## config.mk

```make
export PLATFORM = sky130hd
export DESIGN_NAME = pcs_sequencer
export DESIGN_NICKNAME = d
export VERILOG_FILES = /design/src/core/pcs_pkg.sv /design/src/core/pcs_unit_alloc.sv /design/src/core/pcs_sequencer.sv
export SDC_FILE = /design/constraint.sdc
export NUM_CORES = 2
export LEC_CHECK = 0
export BUFFER_PORTS_ARGS = -buffer_cell sky130_fd_sc_hd__buf_2
export CAP_MARGIN = 20
export CORE_MARGIN = 8
export CORE_UTILIZATION = 40
export DETAILED_ROUTE_END_ITERATION = 12
export SYNTH_ARGS = -nofsm -noshare
export SYNTH_HDL_FRONTEND = slang
export SYNTH_HIERARCHICAL = 1
export SYNTH_SLANG_ARGS = --single-unit
```

## constraint.sdc

```tcl
create_clock -name aclk -period 5.52 [get_ports aclk]
set_input_delay 0.552 -clock aclk [delete_from_list [all_inputs] [get_ports aclk]]
set_output_delay 0.552 -clock aclk [all_outputs]
set_load 0.01 [all_outputs]
```

## src/core/pcs_pkg.sv

```systemverilog
// Purpose: Shared constants for the pipeline command sequencer.
// Assumes: AXI4-Lite with 32-bit data, one aligned word per register.
// Notes: Offsets are byte addresses.
package pcs_pkg;
	// ---------------------------------------------------------------
	// Sizes
	// ---------------------------------------------------------------
	localparam int NUM_UNITS = 6;
	localparam int CONST_WORDS = 16;
	localparam logic [2:0] UNIT_STREAMER = 3'h0;
	localparam logic [2:0] UNIT_GEOMETRY = 3'h2;
	localparam logic [2:0] UNIT_CLIPPER = 3'h3;
	localparam logic [5:0] MASK_STREAMER = 6'h01;
	localparam logic [5:0] MASK_DRAW_PIPE = 6'h1e;
	localparam logic [5:0] MASK_MEDIA_PIPE = 6'h20;

	// ---------------------------------------------------------------
	// Register offsets
	// ---------------------------------------------------------------
	localparam logic [7:0] OFS_CTRL = 8'h00;
	localparam logic [7:0] OFS_ARG = 8'h04;
	localparam logic [7:0] OFS_CMD = 8'h08;
	localparam logic [7:0] OFS_STATUS = 8'h0c;
	localparam logic [7:0] OFS_HELD = 8'h10;
	localparam logic [7:0] OFS_CONST = 8'h14;

	// ---------------------------------------------------------------
	// Reset values and answers
	// ---------------------------------------------------------------
	localparam logic [31:0] CTRL_RESET = 32'h0000_0001;
	localparam logic [1:0] RESP_OKAY = 2'h0;
	localparam logic [1:0] RESP_SLVERR = 2'h2;

	// ---------------------------------------------------------------
	// Field positions
	// ---------------------------------------------------------------
	localparam int CTRL_PIPE_BIT = 8;
	localparam int CTRL_SEL_LSB = 12;
	localparam int CTRL_IDX_LSB = 16;
	localparam int CMD_UNIT_LSB = 4;
	localparam int ARG_SIZE_LSB = 8;
	localparam int ARG_THR_LSB = 16;
	localparam int ARG_MASK_LSB = 16;
	localparam int ST_VIOL = 0;

	// ---------------------------------------------------------------
	// Command opcodes
	// ---------------------------------------------------------------
	typedef enum logic [3:0] {
		OP_NOP = 4'h0,
		OP_STREAMER_STATE = 4'h1,
		OP_DRAW_STATE_PTR = 4'h2,
		OP_MEDIA_STATE_PTR = 4'h3,
		OP_COMMON_STATE = 4'h4,
		OP_DRAW_STATE = 4'h5,
		OP_FENCE = 4'h6,
		OP_CONST_LOAD = 4'h7,
		OP_DRAW = 4'h8,
		OP_MEDIA_WORK = 4'h9
	} pcs_op_t;
endpackage

```

## src/core/pcs_unit_alloc.sv

```systemverilog
// Purpose: Entry release and reallocation engine of one fixed-function unit.
// Assumes: One trigger at a time; the sequencer waits while busy.
// Notes: Release and allocation advance one entry per cycle in parallel.
`timescale 1ns/1ps
module pcs_unit_alloc (
	// Clock and reset.
	input wire logic aclk,
	input wire logic aresetn,
	// Fence delivery.
	input wire logic fence_go,
	input wire logic unit_en,
	input wire logic update_en,
	input wire logic [15:0] fence_val,
	// Programmed entry state.
	input wire logic [7:0] entry_cnt,
	input wire logic [7:0] entry_size,
	// Allocation state.
	output logic busy,
	output logic realloc,
	output logic [7:0] held,
	output logic [15:0] base
);
	logic [7:0] held_q, held_d, rel_q, rel_d, tgt_q, tgt_d;
	logic [15:0] base_q, base_d;
	logic trig;

	// Only an enabled unit whose update bit is set reallocates.
	assign trig = fence_go & unit_en & update_en;
	// Release drains every held entry while new handles count up.
	assign rel_d = trig ? held_q :
		(rel_q != 8'h00) ? rel_q - 8'h01 : rel_q;
	assign held_d = trig ? 8'h00 :
		(held_q != tgt_q) ? held_q + 8'h01 : held_q;
	// The region ends at the fence and spans count times size.
	assign tgt_d = trig ? entry_cnt : tgt_q;
	assign base_d = trig ? fence_val - entry_cnt * entry_size : base_q;
	assign busy = (rel_q != 8'h00) | (held_q != tgt_q);
	assign held = held_q;
	assign base = base_q;

	// State registers.
	always_ff @(posedge aclk) begin
		if (!aresetn) begin
			held_q <= 8'h00;
			rel_q <= 8'h00;
			tgt_q <= 8'h00;
			base_q <= 16'h0000;
			realloc <= 1'b0;
		end else begin
			held_q <= held_d;
			rel_q <= rel_d;
			tgt_q <= tgt_d;
			base_q <= base_d;
			realloc <= trig;
		end
	end
endmodule // pcs_unit_alloc

```

## src/core/pcs_sequencer.sv

```systemverilog
// Purpose: Command ordering checker and entry fence handler.
// Assumes: Software issues commands by writing ARG then CMD over AXI4-Lite.
// Notes: A CMD write is answered only after earlier fence work has finished; a fence is answered before its own work.
//
// Overview of operation
// Software sets all draw-pipeline state before any draw command.
// Software sets the media state pointer before any media work command.
// A fence goes to the streamer unit first, then to the selected pipe.
// A unit reallocates only if enabled and its update bit is set.
// Reallocation releases all held entries, overlapping new allocation.
// New handles use the fence value with the unit's count and size.
// Streamer state comes from its own command, others from pointer cmds.
// Changing count, size or thread limit alone never reallocates.
// Software must fence after such a change before constants or work.
// Software may change a fence alone but must keep it consistent.
// A streamer fence invalidates constants until a new constant load.
// A constant load writes the streamer-owned constant region.
// Constant load only after streamer state and fence, before work.
// Before a draw, all state except media pointers must be valid; the code does not check OP_DRAW_STATE.
// Before media work, all state except draw-pipe state must be valid.
// Common state must be valid before any draw or media work.
// Out-of-order work or constant load sets a sticky violation flag.
`timescale 1ns/1ps
module pcs_sequencer (
	// Clock and reset.
	input wire logic aclk,
	input wire logic aresetn,
	// Write address channel.
	input wire logic [7:0] s_axi_awaddr,
	input wire logic s_axi_awvalid,
	output logic s_axi_awready,
	// Write data channel.
	input wire logic [31:0] s_axi_wdata,
	input wire logic [3:0] s_axi_wstrb,
	input wire logic s_axi_wvalid,
	output logic s_axi_wready,
	// Write response channel.
	output logic [1:0] s_axi_bresp,
	output logic s_axi_bvalid,
	input wire logic s_axi_bready,
	// Read address channel.
	input wire logic [7:0] s_axi_araddr,
	input wire logic s_axi_arvalid,
	output logic s_axi_arready,
	// Read data channel.
	output logic [31:0] s_axi_rdata,
	output logic [1:0] s_axi_rresp,
	output logic s_axi_rvalid,
	input wire logic s_axi_rready
);
	localparam int N = pcs_pkg::NUM_UNITS;

	// ---------------------------------------------------------------
	// Helpers
	// ---------------------------------------------------------------
	// Byte-lane merge of a write into a stored word.
	function automatic logic [31:0] merge(input logic [31:0] old,
		input logic [31:0] wd, input logic [3:0] st);
		logic [31:0] r;
		r = old;
		for (int i = 0; i < 4; i++) begin
			if (st[i]) begin
				r[i*8 +: 8] = wd[i*8 +: 8];
			end
		end
		return r;
	endfunction

	// ---------------------------------------------------------------
	// Bus slave state
	// ---------------------------------------------------------------
	logic [7:0] awaddr_q;
	logic [31:0] wdata_q;
	logic [3:0] wstrb_q;
	logic aw_have_q, w_have_q;
	logic [31:0] ctrl_q, arg_q;
	logic viol_q, const_valid_q, common_q, draw_st_q, media_st_q;
	logic cs_state_q, cs_fenced_q;
	logic [N-1:0] stale_q;
	logic [1:0] fence_stage_q;
	logic [5:0] fence_mask_q;
	logic [15:0] fence_val_q;
	logic [7:0] cnt_q [N];
	logic [7:0] size_q [N];
	logic [7:0] thr_q [N];
	logic [31:0] const_mem [pcs_pkg::CONST_WORDS];

	// Allocator outputs.
	logic [N-1:0] unit_busy, unit_realloc, unit_go, unit_en;
	logic [7:0] unit_held [N];
	logic [15:0] unit_base [N];

	// ---------------------------------------------------------------
	// Decode
	// ---------------------------------------------------------------
	logic any_busy, exec, hit_ctrl, hit_arg, hit_cmd, hit_status;
	logic w_known, r_known, pipe_media;
	logic [31:0] wval;
	pcs_pkg::pcs_op_t op;
	logic [2:0] cmd_unit;
	logic [5:0] pipe_mask, live_mask;
	logic cs_ok, draw_ok, media_ok, const_ok, viol_set, viol_clr;
	logic [2:0] sel;
	logic [3:0] cidx;
	logic [31:0] status_w, rd_word;
	logic [7:0] ar_ofs;

	assign any_busy = (|unit_busy) | (fence_stage_q != 2'h0);
	// A write executes once both halves are held and fence work is done.
	assign exec = aw_have_q & w_have_q & ~s_axi_bvalid & ~any_busy;
	assign hit_ctrl = awaddr_q == pcs_pkg::OFS_CTRL;
	assign hit_arg = awaddr_q == pcs_pkg::OFS_ARG;
	assign hit_cmd = awaddr_q == pcs_pkg::OFS_CMD;
	assign hit_status = awaddr_q == pcs_pkg::OFS_STATUS;
	assign w_known = hit_ctrl | hit_arg | hit_cmd | hit_status;
	assign wval = merge(32'h0000_0000, wdata_q, wstrb_q);
	assign op = (exec & hit_cmd) ? pcs_pkg::pcs_op_t'(wval[3:0])
		: pcs_pkg::OP_NOP;
	assign cmd_unit = wval[pcs_pkg::CMD_UNIT_LSB +: 3];
	assign pipe_media = ctrl_q[pcs_pkg::CTRL_PIPE_BIT];
	assign pipe_mask = pipe_media ? pcs_pkg::MASK_MEDIA_PIPE
		: pcs_pkg::MASK_DRAW_PIPE;
	// The streamer unit cannot be disabled.
	assign unit_en = ctrl_q[N-1:0] | pcs_pkg::MASK_STREAMER;
	assign live_mask = (pipe_mask & unit_en) | pcs_pkg::MASK_STREAMER;

	// Ordering checks; a stale unit has changed state without a fence.
	assign cs_ok = cs_state_q & cs_fenced_q & ~stale_q[0];
	assign const_ok = cs_ok & ~|(stale_q & live_mask);
	assign draw_ok = ~pipe_media & common_q & draw_st_q & const_ok;
	assign media_ok = pipe_media & common_q & media_st_q & const_ok;
	assign viol_set = (op == pcs_pkg::OP_DRAW & ~draw_ok)
		| (op == pcs_pkg::OP_MEDIA_WORK & ~media_ok)
		| (op == pcs_pkg::OP_CONST_LOAD & ~const_ok);
	assign viol_clr = exec & hit_status & wval[pcs_pkg::ST_VIOL];

	// Fence goes to the streamer, then one cycle later down the pipe.
	assign unit_go = (fence_stage_q == 2'h1) ? pcs_pkg::MASK_STREAMER
		: (fence_stage_q == 2'h2) ? pipe_mask : 6'h00;

	// ---------------------------------------------------------------
	// Per-unit allocators
	// ---------------------------------------------------------------
	for (genvar u = 0; u < N; u++) begin : g_unit
		pcs_unit_alloc u_alloc (
			.aclk(aclk),
			.aresetn(aresetn),
			.fence_go(unit_go[u]),
			.unit_en(unit_en[u]),
			.update_en(fence_mask_q[u]),
			.fence_val(fence_val_q),
			.entry_cnt(cnt_q[u]),
			.entry_size(size_q[u]),
			.busy(unit_busy[u]),
			.realloc(unit_realloc[u]),
			.held(unit_held[u]),
			.base(unit_base[u])
		);
	end

	// ---------------------------------------------------------------
	// Read decode
	// ---------------------------------------------------------------
	assign sel = ctrl_q[pcs_pkg::CTRL_SEL_LSB +: 3];
	assign cidx = ctrl_q[pcs_pkg::CTRL_IDX_LSB +: 4];
	assign ar_ofs = s_axi_araddr;
	assign status_w = {18'h0_0000, stale_q, cs_fenced_q, cs_state_q,
		media_st_q, draw_st_q, common_q, any_busy, const_valid_q, viol_q};
	assign r_known = (ar_ofs == pcs_pkg::OFS_CTRL)
		| (ar_ofs == pcs_pkg::OFS_ARG) | (ar_ofs == pcs_pkg::OFS_CMD)
		| (ar_ofs == pcs_pkg::OFS_STATUS) | (ar_ofs == pcs_pkg::OFS_HELD)
		| (ar_ofs == pcs_pkg::OFS_CONST);
	assign rd_word = (ar_ofs == pcs_pkg::OFS_CTRL) ? ctrl_q
		: (ar_ofs == pcs_pkg::OFS_ARG) ? arg_q
		: (ar_ofs == pcs_pkg::OFS_STATUS) ? status_w
		: (ar_ofs == pcs_pkg::OFS_HELD && sel < 3'(N))
			? {unit_base[sel], 8'h00, unit_held[sel]}
		: (ar_ofs == pcs_pkg::OFS_CONST) ? const_mem[cidx]
		: 32'h0000_0000;

	// ---------------------------------------------------------------
	// Write path of the bus slave
	// ---------------------------------------------------------------
	// Address and data are caught independently, in either order.
	always_ff @(posedge aclk) begin
		if (!aresetn) begin
			aw_have_q <= 1'b0;
			w_have_q <= 1'b0;
			awaddr_q <= 8'h00;
			wdata_q <= 32'h0000_0000;
			wstrb_q <= 4'h0;
			s_axi_bvalid <= 1'b0;
			s_axi_bresp <= pcs_pkg::RESP_OKAY;
		end else begin
			if (s_axi_awvalid & s_axi_awready) begin
				awaddr_q <= s_axi_awaddr;
				aw_have_q <= 1'b1;
			end else if (exec) begin
				aw_have_q <= 1'b0;
			end
			if (s_axi_wvalid & s_axi_wready) begin
				wdata_q <= s_axi_wdata;
				wstrb_q <= s_axi_wstrb;
				w_have_q <= 1'b1;
			end else if (exec) begin
				w_have_q <= 1'b0;
			end
			if (exec) begin
				s_axi_bvalid <= 1'b1;
				s_axi_bresp <= w_known ? pcs_pkg::RESP_OKAY
					: pcs_pkg::RESP_SLVERR;
			end else if (s_axi_bready) begin
				s_axi_bvalid <= 1'b0;
			end
		end
	end

	// Ready drops while a half is held, giving back-pressure to the master.
	always_ff @(posedge aclk) begin
		if (!aresetn) begin
			s_axi_awready <= 1'b0;
			s_axi_wready <= 1'b0;
		end else begin
			s_axi_awready <= ~aw_have_q & ~(s_axi_awvalid & s_axi_awready);
			s_axi_wready <= ~w_have_q & ~(s_axi_wvalid & s_axi_wready);
		end
	end

	// ---------------------------------------------------------------
	// Read path of the bus slave
	// ---------------------------------------------------------------
	always_ff @(posedge aclk) begin
		if (!aresetn) begin
			s_axi_arready <= 1'b0;
			s_axi_rvalid <= 1'b0;
			s_axi_rdata <= 32'h0000_0000;
			s_axi_rresp <= pcs_pkg::RESP_OKAY;
		end else begin
			s_axi_arready <= ~s_axi_rvalid & ~s_axi_arready;
			if (s_axi_arvalid & s_axi_arready) begin
				s_axi_rvalid <= 1'b1;
				s_axi_rdata <= rd_word;
				s_axi_rresp <= r_known ? pcs_pkg::RESP_OKAY
					: pcs_pkg::RESP_SLVERR;
			end else if (s_axi_rready) begin
				s_axi_rvalid <= 1'b0;
			end
		end
	end

	// ---------------------------------------------------------------
	// Control registers and fence sequencing
	// ---------------------------------------------------------------
	always_ff @(posedge aclk) begin
		if (!aresetn) begin
			ctrl_q <= pcs_pkg::CTRL_RESET;
			arg_q <= 32'h0000_0000;
			fence_stage_q <= 2'h0;
			fence_mask_q <= 6'h00;
			fence_val_q <= 16'h0000;
		end else begin
			if (exec & hit_ctrl) begin
				ctrl_q <= merge(ctrl_q, wdata_q, wstrb_q);
			end
			if (exec & hit_arg) begin
				arg_q <= merge(arg_q, wdata_q, wstrb_q);
			end
			if (op == pcs_pkg::OP_FENCE) begin
				fence_val_q <= arg_q[15:0];
				fence_mask_q <= arg_q[pcs_pkg::ARG_MASK_LSB +: 6];
				fence_stage_q <= 2'h1;
			end else if (fence_stage_q == 2'h1) begin
				fence_stage_q <= 2'h2;
			end else begin
				fence_stage_q <= 2'h0;
			end
		end
	end

	// Entry state commands store values only; no reallocation starts here.
	always_ff @(posedge aclk) begin
		if (!aresetn) begin
			for (int u = 0; u < N; u++) begin
				cnt_q[u] <= 8'h00;
				size_q[u] <= 8'h00;
				thr_q[u] <= 8'h00;
			end
		end else if (op == pcs_pkg::OP_STREAMER_STATE) begin
			cnt_q[0] <= arg_q[7:0];
			size_q[0] <= arg_q[pcs_pkg::ARG_SIZE_LSB +: 8];
		end else if ((op == pcs_pkg::OP_DRAW_STATE_PTR
			|| op == pcs_pkg::OP_MEDIA_STATE_PTR)
			&& cmd_unit != pcs_pkg::UNIT_STREAMER && cmd_unit < 3'(N)) begin
			cnt_q[cmd_unit] <= arg_q[7:0];
			size_q[cmd_unit] <= arg_q[pcs_pkg::ARG_SIZE_LSB +: 8];
			thr_q[cmd_unit] <= arg_q[pcs_pkg::ARG_THR_LSB +: 8];
		end
	end

	// ---------------------------------------------------------------
	// Ordering state
	// ---------------------------------------------------------------
	// A count or size change, or a thread-limit change on the geometry or clipper unit, marks the unit stale; a realloc of that unit clears it.
	always_ff @(posedge aclk) begin
		if (!aresetn) begin
			stale_q <= '0;
		end else begin
			for (int u = 0; u < N; u++) begin
				if (op == pcs_pkg::OP_STREAMER_STATE && u == 0
					&& arg_q[15:0] != {size_q[0], cnt_q[0]}) begin
					stale_q[u] <= 1'b1;
				end else if ((op == pcs_pkg::OP_DRAW_STATE_PTR
					|| op == pcs_pkg::OP_MEDIA_STATE_PTR)
					&& 32'(cmd_unit) == u && u != 0
					&& (arg_q[15:0] != {size_q[u], cnt_q[u]}
					|| ((3'(u) == pcs_pkg::UNIT_GEOMETRY
					|| 3'(u) == pcs_pkg::UNIT_CLIPPER)
					&& arg_q[pcs_pkg::ARG_THR_LSB +: 8] != thr_q[u]))) begin
					stale_q[u] <= 1'b1;
				end else if (unit_realloc[u]) begin
					stale_q[u] <= 1'b0;
				end
			end
		end
	end

	// Sticky violation flag; a new violation wins over a clear.
	always_ff @(posedge aclk) begin
		if (!aresetn) begin
			viol_q <= 1'b0;
			common_q <= 1'b0;
			draw_st_q <= 1'b0;
			media_st_q <= 1'b0;
			cs_state_q <= 1'b0;
			cs_fenced_q <= 1'b0;
		end else begin
			viol_q <= viol_set | (viol_q & ~viol_clr);
			common_q <= common_q | (op == pcs_pkg::OP_COMMON_STATE);
			draw_st_q <= draw_st_q | (op == pcs_pkg::OP_DRAW_STATE_PTR);
			media_st_q <= media_st_q | (op == pcs_pkg::OP_MEDIA_STATE_PTR);
			cs_state_q <= cs_state_q | (op == pcs_pkg::OP_STREAMER_STATE);
			cs_fenced_q <= cs_fenced_q | unit_realloc[0];
		end
	end

	// Constant region; a streamer realloc voids it until reloaded.
	always_ff @(posedge aclk) begin
		if (!aresetn) begin
			const_valid_q <= 1'b0;
		end else if (unit_realloc[0]) begin
			const_valid_q <= 1'b0;
		end else if (op == pcs_pkg::OP_CONST_LOAD && const_ok) begin
			const_valid_q <= 1'b1;
		end
	end

	// Constant data lands only when the streamer region is established.
	always_ff @(posedge aclk) begin
		if (!aresetn) begin
			const_mem <= '{default: 32'h0000_0000};
		end else if (op == pcs_pkg::OP_CONST_LOAD && const_ok) begin
			const_mem[wval[11:8]] <= arg_q;
		end
	end
endmodule // pcs_sequencer

```

==> key figures <==
Outcome
  • Status: completed

Drt
  • Vias per cell: about 5.5
  • Number of DRC markers in iteration 0: ~4.4k
  • Drt drc: 0
  • Pre-Repair DR Iteration Count: 6
  • Vias: about 49k
  • Wire length per cell: 23.12 um
  • Final WL: just over 200,000 um
  • Detail Route Antenna Nets: 0

Clocking
  • H-tree lvl count: 3
  • Root Driver: clkbuf_16
  • Clk sinks: between 1k and 1.5k
  • Clock-pin slew on the worst setup and hold paths: 0.06 ns
  • TritonCTS buffer count: around 120
  • CTS tree: yes
  • Clock Path Buffers: 3
  • Post-CTS sizing: 0
  • Post-CTS Repair Setup Buffers: 0
  • Clk_lat worst skew: just under 0.8 ns
  • Hold Buf Count CTS: 13

Yosys
  • Synth top area share: approximately 30%
  • Syn_area_per_cell: between 9 and 10 um^2
  • Yosys reg bits: about 1.1k
  • Synth area leader: dfxtp_1
  • Netlist cell types: between 100 and 150
  • Post-synth EDFFs: about 110
  • Warnings, synthesis: 6
  • Register area share after synthesis: between 30% and 40%
  • Mapped Area: 0.06325 mm^2
  • Ys flop type: dfxtp_1
  • Most area-consuming cells after synthesis: dfxtp_1 (30%), mux2i_1 (11%), fa_1 (9.1%)
  • Syn Inst Count: about 6.7k
  • Synth async-reset ratio: 0%
  • Commonest cells in the netlist: nand2_1 (1,200), dfxtp_1 (944), mux2i_1 (685)
  • Most common cell in the netlist: nand2_1

Worst hold path
  • Worst hold path class: in2reg
  • Hold Startpoint: s_axi_awaddr[3]

Timing
  • Final Cycle Share: a little under nine tenths
  • Finish-stage setup viols: 0
  • Tightest Pin Transition: ~1.3 ns
  • PnR worst setup slack: around 0.8 ns
  • Fin. max-slew vios: 0
  • Final min period: about 4.7 ns
  • Fmax: roughly 210 MHz
  • Slew HR: 14.67%
  • Clock Skew: 0.06103 ns
  • Final Hold Fails: 0
  • Hold_ws: ~0.06 ns
  • Unrepaired setup endpoints after global routing: no
  • Setup tns final: 0 ns

Placement
  • Buffers on Ports: 97
  • RD Place Congestion: roughly 0.93
  • DP HPWL: 145,500 um
  • Post-place setup slack: approximately 0.84 ns

Floorplan
  • Core area: roughly 0.16 mm^2
  • Boundary Pins: 100
  • Die Span Y: approximately 410 um
  • Row count: approximately 150
  • Effective utilization at floorplan: 40.12%
  • Die X: between 400 and 500 um
  • Area of the die: 0.1711 mm^2

Critical path
  • Crit path max fanout: 10
  • CP Class: reg2reg
  • CP Capture Type: flip-flop
  • Flop2flop setup slack: 0.80 ns
  • Reg-to-reg critical path endpoint: g_unit[5].u_alloc/base[14]
  • Critical path required time: approximately 6.2 ns
  • Worst Setup SP: cnt_q[5][4]
  • R2R depth: 14
  • R2r startpoint: cnt_q[5][4]
  • CP Launch Type: flip-flop
  • CP endpoint: g_unit[5].u_alloc/base[14]
  • WP data arrival: roughly 5.4 ns

Global route
  • Largest net degree at the start of global routing: ~150
  • GR Overflow Total: 0
  • Vias in the first global route: 48.50k
  • Global-route wire length before repair: about 310,000 um
  • Initial antenna violation count: 12
  • Gr usage total: 23.45%

Pwr
  • Max VDD drop: 0.0002803 V
  • Final Power: ~26,000 uW
  • Leakage: 0.02996 uW
  • Pwr/cell area: roughly 360 mW/mm^2

Layout
  • Final core occ: ~45%
  • Filler Cells Inserted: roughly 15k
  • Share of layout cells above drive strength 1: 10.20%
  • Synth-to-Final Area Change: 11.29%
  • Layout Nets: 7,236

Flow run
  • Max_cap viols: 0
[critical path: stages (launching register included)]
cell and delay [ns]:
edfxtp_1 0.59, and2_1 0.24, fa_1 0.50, inv_1 0.06, fa_1 0.49, fa_1 0.49
inv_1 0.05, fa_1 0.48, inv_1 0.04, ha_1 0.33, a21oi_1 0.20, o21ai_0 0.17
a221o_1 0.36, or3_1 0.35, a32o_1 0.24
[layer usage]
| layer | vias up | wire length, um | GRT usage [%] |
|---|---|---|---|
| li1 | 22491 | - | - |
| met1 | 24196 | 87280 | 31.40 |
| met2 | 1667 | 90950 | 37.00 |
| met3 | 431 | 15400 | 4.491 |
| met4 | 4 | 10060 | 10.09 |
| met5 | - | 27 | 0 |
[stage by stage]
stage	instances	instance area, um^2
after floorplan	6652	63250
after global placement	8573	65980
after detailed placement	8577	66010
after CTS	8805	70360
after global routing	8808	70380
final	8812	70390
[sequential cells by signal (all words and copies together), names as in the netlist, 8 cells and up]
name                  flops
const_mem               512
g_unit.u_alloc/base      96
cnt_q                    48
g_unit.u_alloc/held      48
g_unit.u_alloc/rel_q     48
g_unit.u_alloc/tgt_q     48
size_q                   48
arg_q                    32
ctrl_q                   32
s_axi_rdata              32
wdata_q                  32
fence_val_q              16
thr_q                    16
awaddr_q                  8
[layout by cell type (no fill, tap or decap), types with 47 or more instances in the layout]
master        n
nand2_1    1188
dfxtp_1     931
mux2i_1     685
inv_1       461
and2_1      421
fa_1        288
a21oi_1     276
ha_1        252
nor2_1      208
xnor2_1     178
o21ai_0     149
mux4_2      137
buf_4       126
clkbuf_16   118
edfxtp_1    112
xor2_1      104
buf_2        97
nand3_1      88
nand4_1      63
nor3_1       47
[report_power, final]
group	internal, uW	switching [uW]
Sequential	7970	319
Clock	5090	3430
Combinational	3470	5230
Total	16500	8980
[worst min path at each step]
stage / cells after the start / end / slack (ns)
3_5_place_dp: 1 / stale_q[5] / 0.42
2_1_floorplan: 1 / stale_q[1] / 0.39
6_report: 3 / awaddr_q[3] / 0.06
5_1_grt: 3 / awaddr_q[6] / 0.05
3_3_place_gp: 1 / stale_q[5] / 0.42
4_1_cts: 3 / awaddr_q[3] / 0.02
[final cells by class]
cell class	count	area, um^2	share of cell area [%]
antenna	5	12.51	0.01778
inverter	466	1752	2.489
clock buffer	159	3347	4.755
tap	2072	2592	3.683
sequential	1056	22290	31.66
timing repair buffer	251	1829	2.599
clock inverter	56	880.8	1.251
multi-input combinational	4747	37690	53.54
[kinds of logic after synthesis]
family | count (synthesis) | synth area share [%]
AND/OR/NAND/NOR | 2262 | 16.95
flip-flops | 1056 | 35.20
buffers and inverters | 849 | 5.327
multiplexers | 831 | 15.88
AO/OA/AOI/OAI | 828 | 8.629
adder cells (fa/ha/maj) | 540 | 14.10
XOR/XNOR | 282 | 3.905
other | 2 | 0.01187
(Power assumes the default switching activity.)
